**src/adcr_consts.vh**
```
// constants for the converter control and serial readout block
`ifndef ADCR_CONSTS_VH
`define ADCR_CONSTS_VH
`define ADCR_RESULT_BITS 12
`define ADCR_LEAD_ZEROS 4
`define ADCR_WORD_BITS 16
`define ADCR_CLK_PERIOD_NS 8
`define ADCR_CONV_TIME_NS 8000
`define ADCR_CONV_CYCLES (`ADCR_CONV_TIME_NS / `ADCR_CLK_PERIOD_NS)
`define ADCR_HOLD_TIME_NS 16
`define ADCR_HOLD_CYCLES ((`ADCR_HOLD_TIME_NS + `ADCR_CLK_PERIOD_NS - 1) / `ADCR_CLK_PERIOD_NS)
`endif

```
**src/adcr_sync.v**
```verilog
// three-stage synchroniser for one pin input with agreement filter
`timescale 1ns/1ns
`default_nettype none
module adcr_sync #(
    parameter RESET_LEVEL = 1'b0
) (
    input wire sys_clk,
    input wire reset_n,
    input wire pinIn,
    output reg level,
    output wire rise,
    output wire fall
);
    reg s1_q;
    reg s2_q;
    reg s3_q;
    always @(posedge sys_clk) begin
        if (!reset_n) begin
            s1_q <= RESET_LEVEL;
            s2_q <= RESET_LEVEL;
            s3_q <= RESET_LEVEL;
            level <= RESET_LEVEL;
        end else begin
            s1_q <= pinIn;
            s2_q <= s1_q;
            s3_q <= s2_q;
            // a change counts once the second and third stages agree
            if (s2_q == s3_q) begin
                level <= s3_q;
            end
        end
    end
    assign rise = (s2_q == s3_q) && s3_q && !level;
    assign fall = (s2_q == s3_q) && !s3_q && level;
endmodule
`default_nettype wire

```
**src/adcr_converter.v**
```verilog
// converter control, busy, power-down and serial result readout
// Notes on behaviour
// - convert-start falling edge holds sample, starts conversion
// - convert-start low at finish enters power-down
// - rising convert-start wakes from power-down
// - busy rises on the launching falling edge
// - busy falls when conversion completes
// - sixteen-bit word, four zeros then result
// - after sixteenth falling edge hold, then tristate
// - result is straight unsigned binary
`timescale 1ns/1ns
`default_nettype none
`include "adcr_consts.vh"
module adcr_converter #(
    parameter RESULT_BITS = `ADCR_RESULT_BITS,
    parameter WORD_BITS = `ADCR_WORD_BITS,
    parameter CONV_CYCLES = `ADCR_CONV_CYCLES,
    parameter HOLD_CYCLES = `ADCR_HOLD_CYCLES
) (
    input wire sys_clk,
    input wire reset_n,
    input wire convert_start_n,
    input wire serial_clock,
    input wire [RESULT_BITS-1:0] analogSample,
    output reg busy,
    output reg poweredDown,
    output reg trackHold,
    output reg serial_result_out,
    output reg serialOutEnable
);
    localparam ST_IDLE = 2'b00;
    localparam ST_CONV = 2'b01;
    localparam ST_DOWN = 2'b10;
    localparam CW = 14;
    localparam BW = 5;
    localparam HW = 4;

    wire cvLevel;
    wire cvRise;
    wire cvFall;
    wire skLevel;
    wire skRise;
    wire skFall;
    reg [1:0] state_q;
    reg [CW-1:0] convCnt_q;
    reg [RESULT_BITS-1:0] held_q;
    reg [WORD_BITS-1:0] shift_q;
    reg [BW-1:0] bitCnt_q;
    reg [HW-1:0] holdCnt_q;
    reg holding_q;
    wire convDone;
    // next values of the conversion control registers
    reg [1:0] state_d;
    reg [CW-1:0] convCnt_d;
    reg [RESULT_BITS-1:0] held_d;
    reg busy_d;
    reg poweredDown_d;
    reg trackHold_d;
    // next values of the readout registers
    reg [WORD_BITS-1:0] shift_d;
    reg [BW-1:0] bitCnt_d;
    reg [HW-1:0] holdCnt_d;
    reg holding_d;
    reg serialOut_d;
    reg outEnable_d;

    adcr_sync #(.RESET_LEVEL(1'b1)) syncStart (
        .sys_clk(sys_clk),
        .reset_n(reset_n),
        .pinIn(convert_start_n),
        .level(cvLevel),
        .rise(cvRise),
        .fall(cvFall)
    );

    adcr_sync #(.RESET_LEVEL(1'b0)) syncClock (
        .sys_clk(sys_clk),
        .reset_n(reset_n),
        .pinIn(serial_clock),
        .level(skLevel),
        .rise(skRise),
        .fall(skFall)
    );

    // conversion time is a fixed count of system clocks from the launch
    assign convDone = (state_q == ST_CONV) && (convCnt_q == CONV_CYCLES[CW-1:0] - 14'h0001);

    // control next state: launch, convert, then idle or power-down
    always @* begin
        state_d = state_q;
        convCnt_d = convCnt_q;
        held_d = held_q;
        busy_d = busy;
        poweredDown_d = poweredDown;
        trackHold_d = trackHold;
        case (state_q)
            ST_IDLE: begin
                // the sample is frozen at launch, so later input changes do not leak in
                if (cvFall) begin
                    state_d = ST_CONV;
                    held_d = analogSample;
                    trackHold_d = 1'b1;
                    busy_d = 1'b1;
                    convCnt_d = {CW{1'b0}};
                end
            end
            ST_CONV: begin
                // launch edges are ignored while a conversion runs
                convCnt_d = convCnt_q + 14'h0001;
                if (convDone) begin
                    busy_d = 1'b0;
                    trackHold_d = 1'b0;
                    // a start pin still low at the end puts the block to sleep
                    if (!cvLevel) begin
                        state_d = ST_DOWN;
                        poweredDown_d = 1'b1;
                    end else begin
                        state_d = ST_IDLE;
                    end
                end
            end
            ST_DOWN: begin
                // only a rising start pin wakes the block
                if (cvRise) begin
                    state_d = ST_IDLE;
                    poweredDown_d = 1'b0;
                end
            end
            default: begin
                state_d = ST_IDLE;
            end
        endcase
    end

    always @(posedge sys_clk) begin
        if (!reset_n) begin
            state_q <= ST_IDLE;
            convCnt_q <= {CW{1'b0}};
            held_q <= {RESULT_BITS{1'b0}};
            busy <= 1'b0;
            poweredDown <= 1'b0;
            trackHold <= 1'b0;
        end else begin
            state_q <= state_d;
            convCnt_q <= convCnt_d;
            held_q <= held_d;
            busy <= busy_d;
            poweredDown <= poweredDown_d;
            trackHold <= trackHold_d;
        end
    end

    // readout: word loads at conversion end, bits change on falling clock edges
    // the top bit is a lead zero, so it stands on the line before any clock
    always @* begin
        shift_d = shift_q;
        bitCnt_d = bitCnt_q;
        holdCnt_d = holdCnt_q;
        holding_d = holding_q;
        serialOut_d = serial_result_out;
        outEnable_d = serialOutEnable;
        if (convDone) begin
            shift_d = {{(WORD_BITS-RESULT_BITS){1'b0}}, held_q};
            bitCnt_d = {BW{1'b0}};
            holding_d = 1'b0;
            outEnable_d = 1'b1;
            serialOut_d = 1'b0;
        end else if (holding_q) begin
            // last bit stays put for the hold count, then the line is let go
            if (holdCnt_q == HOLD_CYCLES[HW-1:0] - 4'h1) begin
                holding_d = 1'b0;
                outEnable_d = 1'b0;
            end else begin
                holdCnt_d = holdCnt_q + 4'h1;
            end
        end else if (serialOutEnable && skFall) begin
            // the final falling edge starts the hold instead of shifting
            if (bitCnt_q == WORD_BITS[BW-1:0] - 5'h01) begin
                holding_d = 1'b1;
                holdCnt_d = {HW{1'b0}};
            end else begin
                shift_d = {shift_q[WORD_BITS-2:0], 1'b0};
                serialOut_d = shift_q[WORD_BITS-2];
                bitCnt_d = bitCnt_q + 5'h01;
            end
        end
    end

    always @(posedge sys_clk) begin
        if (!reset_n) begin
            shift_q <= {WORD_BITS{1'b0}};
            bitCnt_q <= {BW{1'b0}};
            holdCnt_q <= {HW{1'b0}};
            holding_q <= 1'b0;
            serial_result_out <= 1'b0;
            serialOutEnable <= 1'b0;
        end else begin
            shift_q <= shift_d;
            bitCnt_q <= bitCnt_d;
            holdCnt_q <= holdCnt_d;
            holding_q <= holding_d;
            serial_result_out <= serialOut_d;
            serialOutEnable <= outEnable_d;
        end
    end
endmodule
`default_nettype wire

```
**config.mk**
```make
export PLATFORM = sky130hd
export DESIGN_NAME = adcr_converter
export DESIGN_NICKNAME = d
export VERILOG_FILES = /design/src/adcr_sync.v /design/src/adcr_converter.v
export VERILOG_INCLUDE_DIRS = /design/src
export SDC_FILE = /design/constraint.sdc
export NUM_CORES = 1
export LEC_CHECK = 0
export BUFFER_PORTS_ARGS = -buffer_cell sky130_fd_sc_hd__buf_4
export CAP_MARGIN = 20
export CORE_MARGIN = 5
export CORE_UTILIZATION = 35
export DETAILED_ROUTE_END_ITERATION = 16
export PLACE_DENSITY = 0.62
export SYNTH_ARGS = -nofsm -noshare
export SYNTH_HDL_FRONTEND = slang
export SYNTH_SLANG_ARGS = --single-unit
```
**constraint.sdc**
```tcl
create_clock -name sys_clk -period 4.7 [get_ports sys_clk]
set_input_delay 0.235 -clock sys_clk [delete_from_list [all_inputs] [get_ports sys_clk]]
set_output_delay 0.235 -clock sys_clk [all_outputs]
set_load 0.05 [all_outputs]
```
==> results.md, run 1 <==
| Item | Reported | Unit |
|---|---|---|
| Die outline width | 101 | um |
| Total standard cell area after synthesis | 2870 | um2 |
| Post-synth cell types | 53 | - |
| Buffers inserted by post-CTS timing repair | 0 | - |
| Largest fanout on the critical path | 18 | - |
| Cell taking the most area after synthesis | sky130_fd_sc_hd__dfxtp_1 | - |
| Number of flops mapped to enable cells by yosys | 0 | - |
| Leak Pwr | 1.17 | nW |
| Share of power burned in the clock network | 46.8 | % |
| Synth async-reset ratio | 0 | % |
| Average wire per standard cell | 12.2 | um |
| Clock latency reported for the late side of the worst-skew pair | 0.34 | ns |
| Upper clock frequency limit | 0.427 | GHz |
| TritonCTS buffer count | 9 | - |
| DRC violations left | 0 | - |
| Global route total overflow | 0 | - |
| Setup crit start kind | flip-flop | - |
| # diodes | 0 | - |
| Top-area cell type share of the netlist area | 45.4 | % |
| HPWL Detailed | 3720 | um |
| Number of levels the H-tree was split into | 3 | - |
| Unrepaired setup endpoints after global routing | false | - |
| Most frequent standard cell in the layout excluding fill and tap cells | sky130_fd_sc_hd__dfxtp_1 | - |
| CP arrival | 2.55 | ns |
| Count of hold buffers inserted by post-cts repair | 0 | - |
| Via count of the first global-routing pass | 2144 | - |
| Hold WS | 0.0693 | ns |
| Maximum ir drop on the vdd rail | 189 | uV |
| Total via count in the routed design | 2314 | - |
| Number of antenna violations at the first check in global routing | 0 | - |
| Number of placement rows | 33 | - |
| Total negative setup slack | 0 | ns |
| Syn. warnings | 0 | - |
| Highest-count cells in the layout ignoring fill and taps | sky130_fd_sc_hd__dfxtp_1 (65), sky130_fd_sc_hd__nand2_1 (59), sky130_fd_sc_hd__a21oi_1 (29) | - |
| Clock net sink count | 65 | - |
| Worst Max-Slew Pin Slew | 0.909 | ns |
| I/O pin total | 21 | - |
| Post-route fraction of the period consumed by the critical path | 49.8 | % |
| Worst slew margin relative to its limit | 39.0 | % |
| Result of the run | finished, final reports clean | - |
| IO Port Bufs | 20 | - |
| Synthesis-stage register bit count | 65 | - |
| Initial DRT Pass Iterations | 4 | - |
| Final setup skew | 0.00477 | ns |
| Relative contribution of sequential cells to total power | 50.4 | % |
| Synthesized area per cell | 8.56 | um2 |
| Final setup violating endpoints | 0 | - |
| Shortest clock period the worst path allows after layout | 2.34 | ns |
| Gate Count Post-Synth | 335 | - |
| Net switching component of the power | 0.235 | mW |
| Initial standard-cell utilization of the core | 35.5 | % |
| Maximum number of pins on one net before global-route repair | 58 | - |
| First-pass GRT wire length | 9420 | um |
| Placer's final routability congestion estimate | 0.767 | - |
| Net switching share of the total power | 21.3 | % |
| Flop2flop setup slack | 2.36 | ns |
| Area delta synth->final | 14.9 | % |
| Number of hold violations in the final report | 0 | - |
| Top post-synthesis cells by area | sky130_fd_sc_hd__dfxtp_1 (45%), sky130_fd_sc_hd__nand2_1 (7.7%), sky130_fd_sc_hd__a21oi_1 (5.1%) | - |
| Fraction of power consumed by combinational cells | 2.8 | % |
| Die Area | 10100 | um2 |
| Clock-pin slew on the worst setup and hold paths | 0.07 | ns |
| Cell-internal power | 0.867 | mW |
| Endpoint class of the critical path | flip-flop | - |
| Core Footprint | 8090 | um2 |
| Total wire length | 5590 | um |
| TritonCTS clock tree | done | - |
| Number of resized instances in the post-cts repair step | 0 | - |
| Top flip-flop cell by instance count after synthesis | sky130_fd_sc_hd__dfxtp_1 | - |
| Pwr Total | 1.10 | mW |
| Power density over the cells | 334 | nW/um2 |
| Overall global routing resource usage | 11.6 | % |
| Average vias per placed instance | 5.05 | - |
| Antenna Nets Post-Route | 0 | - |
| Pins Over Slew Limit | 0 | - |
| Maximum number of buffers from clock root to sink | 2 | - |
| Root buffer cell | sky130_fd_sc_hd__clkbuf_8 | - |
| Number of nets in the finished design | 372 | - |
| Number of violations of the max-capacitance limit | 0 | - |
| Fraction of layout cells with a size suffix above 1 | 13.3 | % |
| Required arrival time at the worst endpoint | 4.91 | ns |
| Critical Setup Path Class | reg2reg | - |
| Sequential element share of the synthesized area | 45.4 | % |
| Die height | 101 | um |
| Net count of the mapped netlist | 359 | - |
| Type of the tightest min-delay check | in2reg | - |
| Iteration-0 DRC Markers | 108 | - |
-- per-stage QoR --
| step | util, % | setup slack [ns] | instances | instance area, um2 |
|---|---|---|---|---|
| 3_3_place_gp | 37.9 | 2.37 | 441 | 3070 |
| 5_1_grt | 40.7 | 2.16 | 458 | 3300 |
| 3_5_place_dp | 37.9 | 2.35 | 441 | 3070 |
| 6_report | 40.7 | 2.36 | 458 | 3300 |
| 4_1_cts | 40.6 | 2.33 | 457 | 3280 |
| 2_1_floorplan | - | 2.65 | 335 | 2870 |
-- cells by family after synthesis --
group / count (synthesis) / synth area share (%)
fa+ha+maj: 8 / 3.49
simple gates: 136 / 24.5
flops: 65 / 45.4
compound gates: 86 / 19.0
mux: 4 / 1.44
xor+xnor: 4 / 1.22
buf+inv: 32 / 5.01
-- path summary, 6_finish.rpt --
kind                                           startpoint                   endpoint  depth (start not counted)
worst max register to register  convCnt_q[2]$_SDFFE_PN0P_   bitCnt_q[4]$_SDFFE_PP0P_                          4
worst min-delay path                      convert_start_n  syncStart.s1_q$_SDFF_PN1_                          2
worst max-delay path            convCnt_q[2]$_SDFFE_PN0P_   bitCnt_q[4]$_SDFFE_PP0P_                          4
worst min register to register  syncStart.s1_q$_SDFF_PN1_  syncStart.s2_q$_SDFF_PN1_                          1
-- synth_stat cells (2+ instances only) --
master                     number
sky130_fd_sc_hd__inv_1         12
sky130_fd_sc_hd__xor2_1         3
sky130_fd_sc_hd__o311ai_0       3
sky130_fd_sc_hd__a31oi_1        4
sky130_fd_sc_hd__nor3_1         4
sky130_fd_sc_hd__or4_1          3
sky130_fd_sc_hd__o21ai_1        6
sky130_fd_sc_hd__o21ai_0       10
sky130_fd_sc_hd__nor2_1        12
sky130_fd_sc_hd__nand2_1       59
sky130_fd_sc_hd__and2_1         8
sky130_fd_sc_hd__clkbuf_1      15
sky130_fd_sc_hd__o211ai_1       4
sky130_fd_sc_hd__o41ai_1        2
sky130_fd_sc_hd__ha_1           8
sky130_fd_sc_hd__nand3_1       15
sky130_fd_sc_hd__nand2b_1       6
sky130_fd_sc_hd__and3_1         4
sky130_fd_sc_hd__nand4_1        6
sky130_fd_sc_hd__o21ai_2        2
sky130_fd_sc_hd__dfxtp_1       65
sky130_fd_sc_hd__a21oi_1       29
sky130_fd_sc_hd__nor2b_1        4
sky130_fd_sc_hd__nand4b_1       2
sky130_fd_sc_hd__nor3b_1        2
sky130_fd_sc_hd__o31ai_1        2
sky130_fd_sc_hd__a21boi_0      14
sky130_fd_sc_hd__mux2i_1        3
sky130_fd_sc_hd__o21a_1         3
sky130_fd_sc_hd__nand3b_1       2
-- routing by layer --
layer  vias to the layer above  global-route usage [%]  share of wire, %
li1                       1204                       -                 -
met1                      1073                    14.6                51
met2                        28                    17.8                45
met3                         9                    2.84               2.5
met4                         0                    7.46               2.3
met5                         -                       0                 0
-- final cells by class --
class	instances	area [um2]
inverters	12	45.0
clock inverters	7	95.1
fillers	855	4800
clock buffers	9	124
multi-input cells	238	1430
flip-flops and latches	65	1300
well taps	105	131
repair buffers	22	169
-- registers in the layout, indices dropped and copies added (netlist names) --
register / flops
bitCnt_q: 5
convCnt_q: 14
held_q: 12
holdCnt_q: 4
holding_q: 1
poweredDown: 1
serialOutEnable: 1
serial_result_out: 1
shift_q: 15
state_q: 2
syncClock.level: 1
syncClock.s1_q: 1
syncClock.s2_q: 1
syncClock.s3_q: 1
syncStart.level: 1
syncStart.s1_q: 1
syncStart.s2_q: 1
syncStart.s3_q: 1
trackHold: 1
-- power groups by stage --
stage	Sequential, mW	Clock (mW)	Combinational, mW
final	0.556	0.516	0.0310
after global routing	0.556	0.557	0.0347
after CTS	0.555	0.535	0.0315
after detailed placement	0.568	0	0.0314
after global placement	0.568	0	0.0309
after floorplan	0.568	0	0.0178
-- worst max-delay path: stages (launching register included) --
cell and delay (ns):
sky130_fd_sc_hd__dfxtp_1 0.41, sky130_fd_sc_hd__or4b_4 0.51, sky130_fd_sc_hd__or4_1 0.87, sky130_fd_sc_hd__nand2_2 0.33, sky130_fd_sc_hd__a211oi_1 0.08
Note: power is estimated with default switching activity, not from simulation.
==> inputs of run 2 (changes only) <==
==> constraint.sdc (replaced) <==
create_clock -name sys_clk -period 2.2 [get_ports sys_clk]
set_input_delay 0.11 -clock sys_clk [delete_from_list [all_inputs] [get_ports sys_clk]]
set_output_delay 0.11 -clock sys_clk [all_outputs]
set_load 0.05 [all_outputs]
==> run 2 against run 1 <==
Effect of this change: critical path depth is 1 higher; maximum frequency grew 9.6%; flip-flop and latch count unchanged; clock power is 120% higher; non-clock buffer count grew 15; sequential share of layout area down 1.4 points; clock-buffer cell count is 1 higher; combinational power grew 130%; via count up 2.5%; critical path type unchanged.
==> results.md, run 2 (same netlist as run 1, synthesis figures left out) <==
| Item | Reported | Unit |
|---|---|---|
| Length of routed wiring on met1 | 2980 | um |
| Leak Pwr | 1.24 | nW |
| Top layer in use | met4 | - |
| Number of hold violations in the final report | 0 | - |
| # diodes | 0 | - |
| DRC violations left | 0 | - |
| Capture point of the worst path | shift_q[5]$_SDFFE_PN0P_ | - |
| Type of the tightest min-delay check | in2reg | - |
| Worst r2r src | convCnt_q[3]$_SDFFE_PN0P_ | - |
| Flop2flop setup slack | 0.06 | ns |
| CP arrival | 2.37 | ns |
| Hold WS | 0.0224 | ns |
| Number of flip-flops under the largest register name | 15 | - |
| Total wire length | 5750 | um |
| Shortest clock period the worst path allows after layout | 2.14 | ns |
| Core utilization of the finished layout | 42.2 | % |
| Number of antenna violations at the first check in global routing | 0 | - |
| Average wire per standard cell | 12.1 | um |
| Number of violations of the max-capacitance limit | 0 | - |
| Overall global routing resource usage | 12.3 | % |
| Worst r2r path cells | 5 | - |
| TritonCTS clock tree | done | - |
| Iteration-0 DRC Markers | 110 | - |
| HPWL Detailed | 3840 | um |
| Number of levels the H-tree was split into | 3 | - |
| Final setup skew | 0.00571 | ns |
| Core Footprint | 8090 | um2 |
| Die outline width | 101 | um |
| Clock net sink count | 65 | - |
| Number of nets in the finished design | 387 | - |
| Worst Setup Slack, final | 0.0627 | ns |
| Detailed-routed wire length on met2 | 2520 | um |
| IO Port Bufs | 20 | - |
| I/O pin total | 21 | - |
| Root buffer cell | sky130_fd_sc_hd__clkbuf_8 | - |
| Area delta synth->final | 19.1 | % |
| Most flops, register | shift_q | - |
| Total negative setup slack | 0 | ns |
| Average vias per placed instance | 5.01 | - |
| Maximum number of pins on one net before global-route repair | 51 | - |
| Critical Setup Path Class | reg2reg | - |
| Pre-CTS setup slack | 0.105 | ns |
| Maximum number of buffers from clock root to sink | 2 | - |
| Endpoint class of the critical path | flip-flop | - |
| Most frequent standard cell in the layout excluding fill and tap cells | sky130_fd_sc_hd__dfxtp_1 | - |
| Antenna Nets Post-Route | 0 | - |
| Number of placement rows | 33 | - |
| Global route total overflow | 0 | - |
| Required arrival time at the worst endpoint | 2.43 | ns |
| Unrepaired setup endpoints after global routing | false | - |
| Via count of the first global-routing pass | 2219 | - |
| Worst setup path startpoint | convCnt_q[3]$_SDFFE_PN0P_ | - |
| Power density over the cells | 702 | nW/um2 |
| Series of cell instances along the critical path | or4b_4, or4_1, buf_4, o21ai_0, a21oi_1 | - |
| Worst Max-Slew Pin Slew | 0.444 | ns |
| Setup crit start kind | flip-flop | - |
| Die Area | 10100 | um2 |
| Worst slew margin relative to its limit | 70.4 | % |
| Initial standard-cell utilization of the core | 35.5 | % |
| Fraction of layout cells with a size suffix above 1 | 16.3 | % |
| Result of the run | finished, final reports clean | - |
| Maximum ir drop on the vdd rail | 407 | uV |
| Initial DRT Pass Iterations | 4 | - |
| Placer's final routability congestion estimate | 0.820 | - |
| TritonCTS buffer count | 9 | - |
| Largest fanout on the critical path | 12 | - |
| Die height | 101 | um |
| Pins Over Slew Limit | 0 | - |
| Final setup violating endpoints | 0 | - |
| Met3 wire len | 160 | um |
| Total via count in the routed design | 2371 | - |
| Worst reg2reg endpoint | shift_q[5]$_SDFFE_PN0P_ | - |
| First-pass GRT wire length | 10000 | um |
| Upper clock frequency limit | 0.468 | GHz |
| Post-route fraction of the period consumed by the critical path | 97.2 | % |
| CP max stage delay | 0.63 | ns |
| Clock-pin slew on the worst setup and hold paths | 0.07 | ns |
| Highest-count cells in the layout ignoring fill and taps | sky130_fd_sc_hd__dfxtp_1 (65), sky130_fd_sc_hd__nand2_1 (59), sky130_fd_sc_hd__buf_4 (35) | - |
| Biggest regs | shift_q x15, convCnt_q x14, held_q x12 | - |
| Clock latency reported for the late side of the worst-skew pair | 0.34 | ns |
| Slowest cell on crit path | sky130_fd_sc_hd__or4_1 | - |
-- run 2: changes by cell type in the layout (fill, tap and decap cells not counted) --
cell and change:
sky130_fd_sc_hd__clkbuf_8 +1, sky130_fd_sc_hd__buf_6 -1, sky130_fd_sc_hd__buf_4 +14, sky130_fd_sc_hd__clkinv_4 -1, sky130_fd_sc_hd__dlygate4sd3_1 +2, sky130_fd_sc_hd__clkinv_2 -1, sky130_fd_sc_hd__inv_6 +1
-- run 2: report_power, final --
part | leakage, nW | internal (mW) | switching [mW]
clock network | 0.113 | 0.672 | 0.471
registers | 0.525 | 1.18 | 0.00398
logic | 0.603 | 0.0362 | 0.0345
total | 1.24 | 1.89 | 0.510
-- run 2: metal layers --
layer  up-vias  global-route usage [%]
met5         -                       0
met4         0                    6.01
met3         5                    3.46
li1       1236                       -
met2        34                    18.3
met1      1096                    16.3
-- run 2: layout make-up --
| cell class | instances | area, um2 |
|---|---|---|
| Clock inverter | 6 | 90.1 |
| Tap cell | 105 | 131 |
| Fill cell | 835 | 4670 |
| Inverter | 12 | 45.0 |
| Multi-Input combinational cell | 238 | 1430 |
| Timing Repair Buffer | 37 | 283 |
| Clock buffer | 10 | 138 |
| Sequential cell | 65 | 1300 |
-- run 2: per-stage QoR --
stage	area, um2	std cells	power [mW]
detailed placement	3170	455	1.28
floorplan	2870	335	1.25
global route	3420	473	2.49
global placement	3170	455	1.28
finish	3420	473	2.40
CTS	3420	473	2.43
-- run 2: worst min-delay path by stage --
| stage | slack, ns | cells past startpoint | endpoint | from |
|---|---|---|---|---|
| after detailed placement | 0.31 | 2 | syncStart.s1_q$_SDFF_PN1_ | convert_start_n |
| after floorplan | 0.21 | 1 | syncStart.s1_q$_SDFF_PN1_ | convert_start_n |
| after global routing | 0.02 | 3 | held_q[6]$_SDFFE_PN0P_ | analogSample[6] |
| after global placement | 0.30 | 2 | syncStart.s1_q$_SDFF_PN1_ | convert_start_n |
| after CTS | 0.006 | 3 | held_q[6]$_SDFFE_PN0P_ | analogSample[6] |
| final | 0.02 | 3 | held_q[9]$_SDFFE_PN0P_ | analogSample[9] |
-- run 2: repair_timing --
item                      CTS  global route
hold endpoints to repair    2             0
hold buffers                2             0
resized for setup           0             0
buffers inserted            0             0
-- run 2: worst max-delay path, delay by kind of cell, from the launching register on --
family | cells | cell delay [ns]
AO/OA/AOI/OAI | 2 | 0.24
AND/OR/NAND/NOR | 2 | 1.19
buffers and inverters | 1 | 0.23
flip-flops | 1 | 0.36
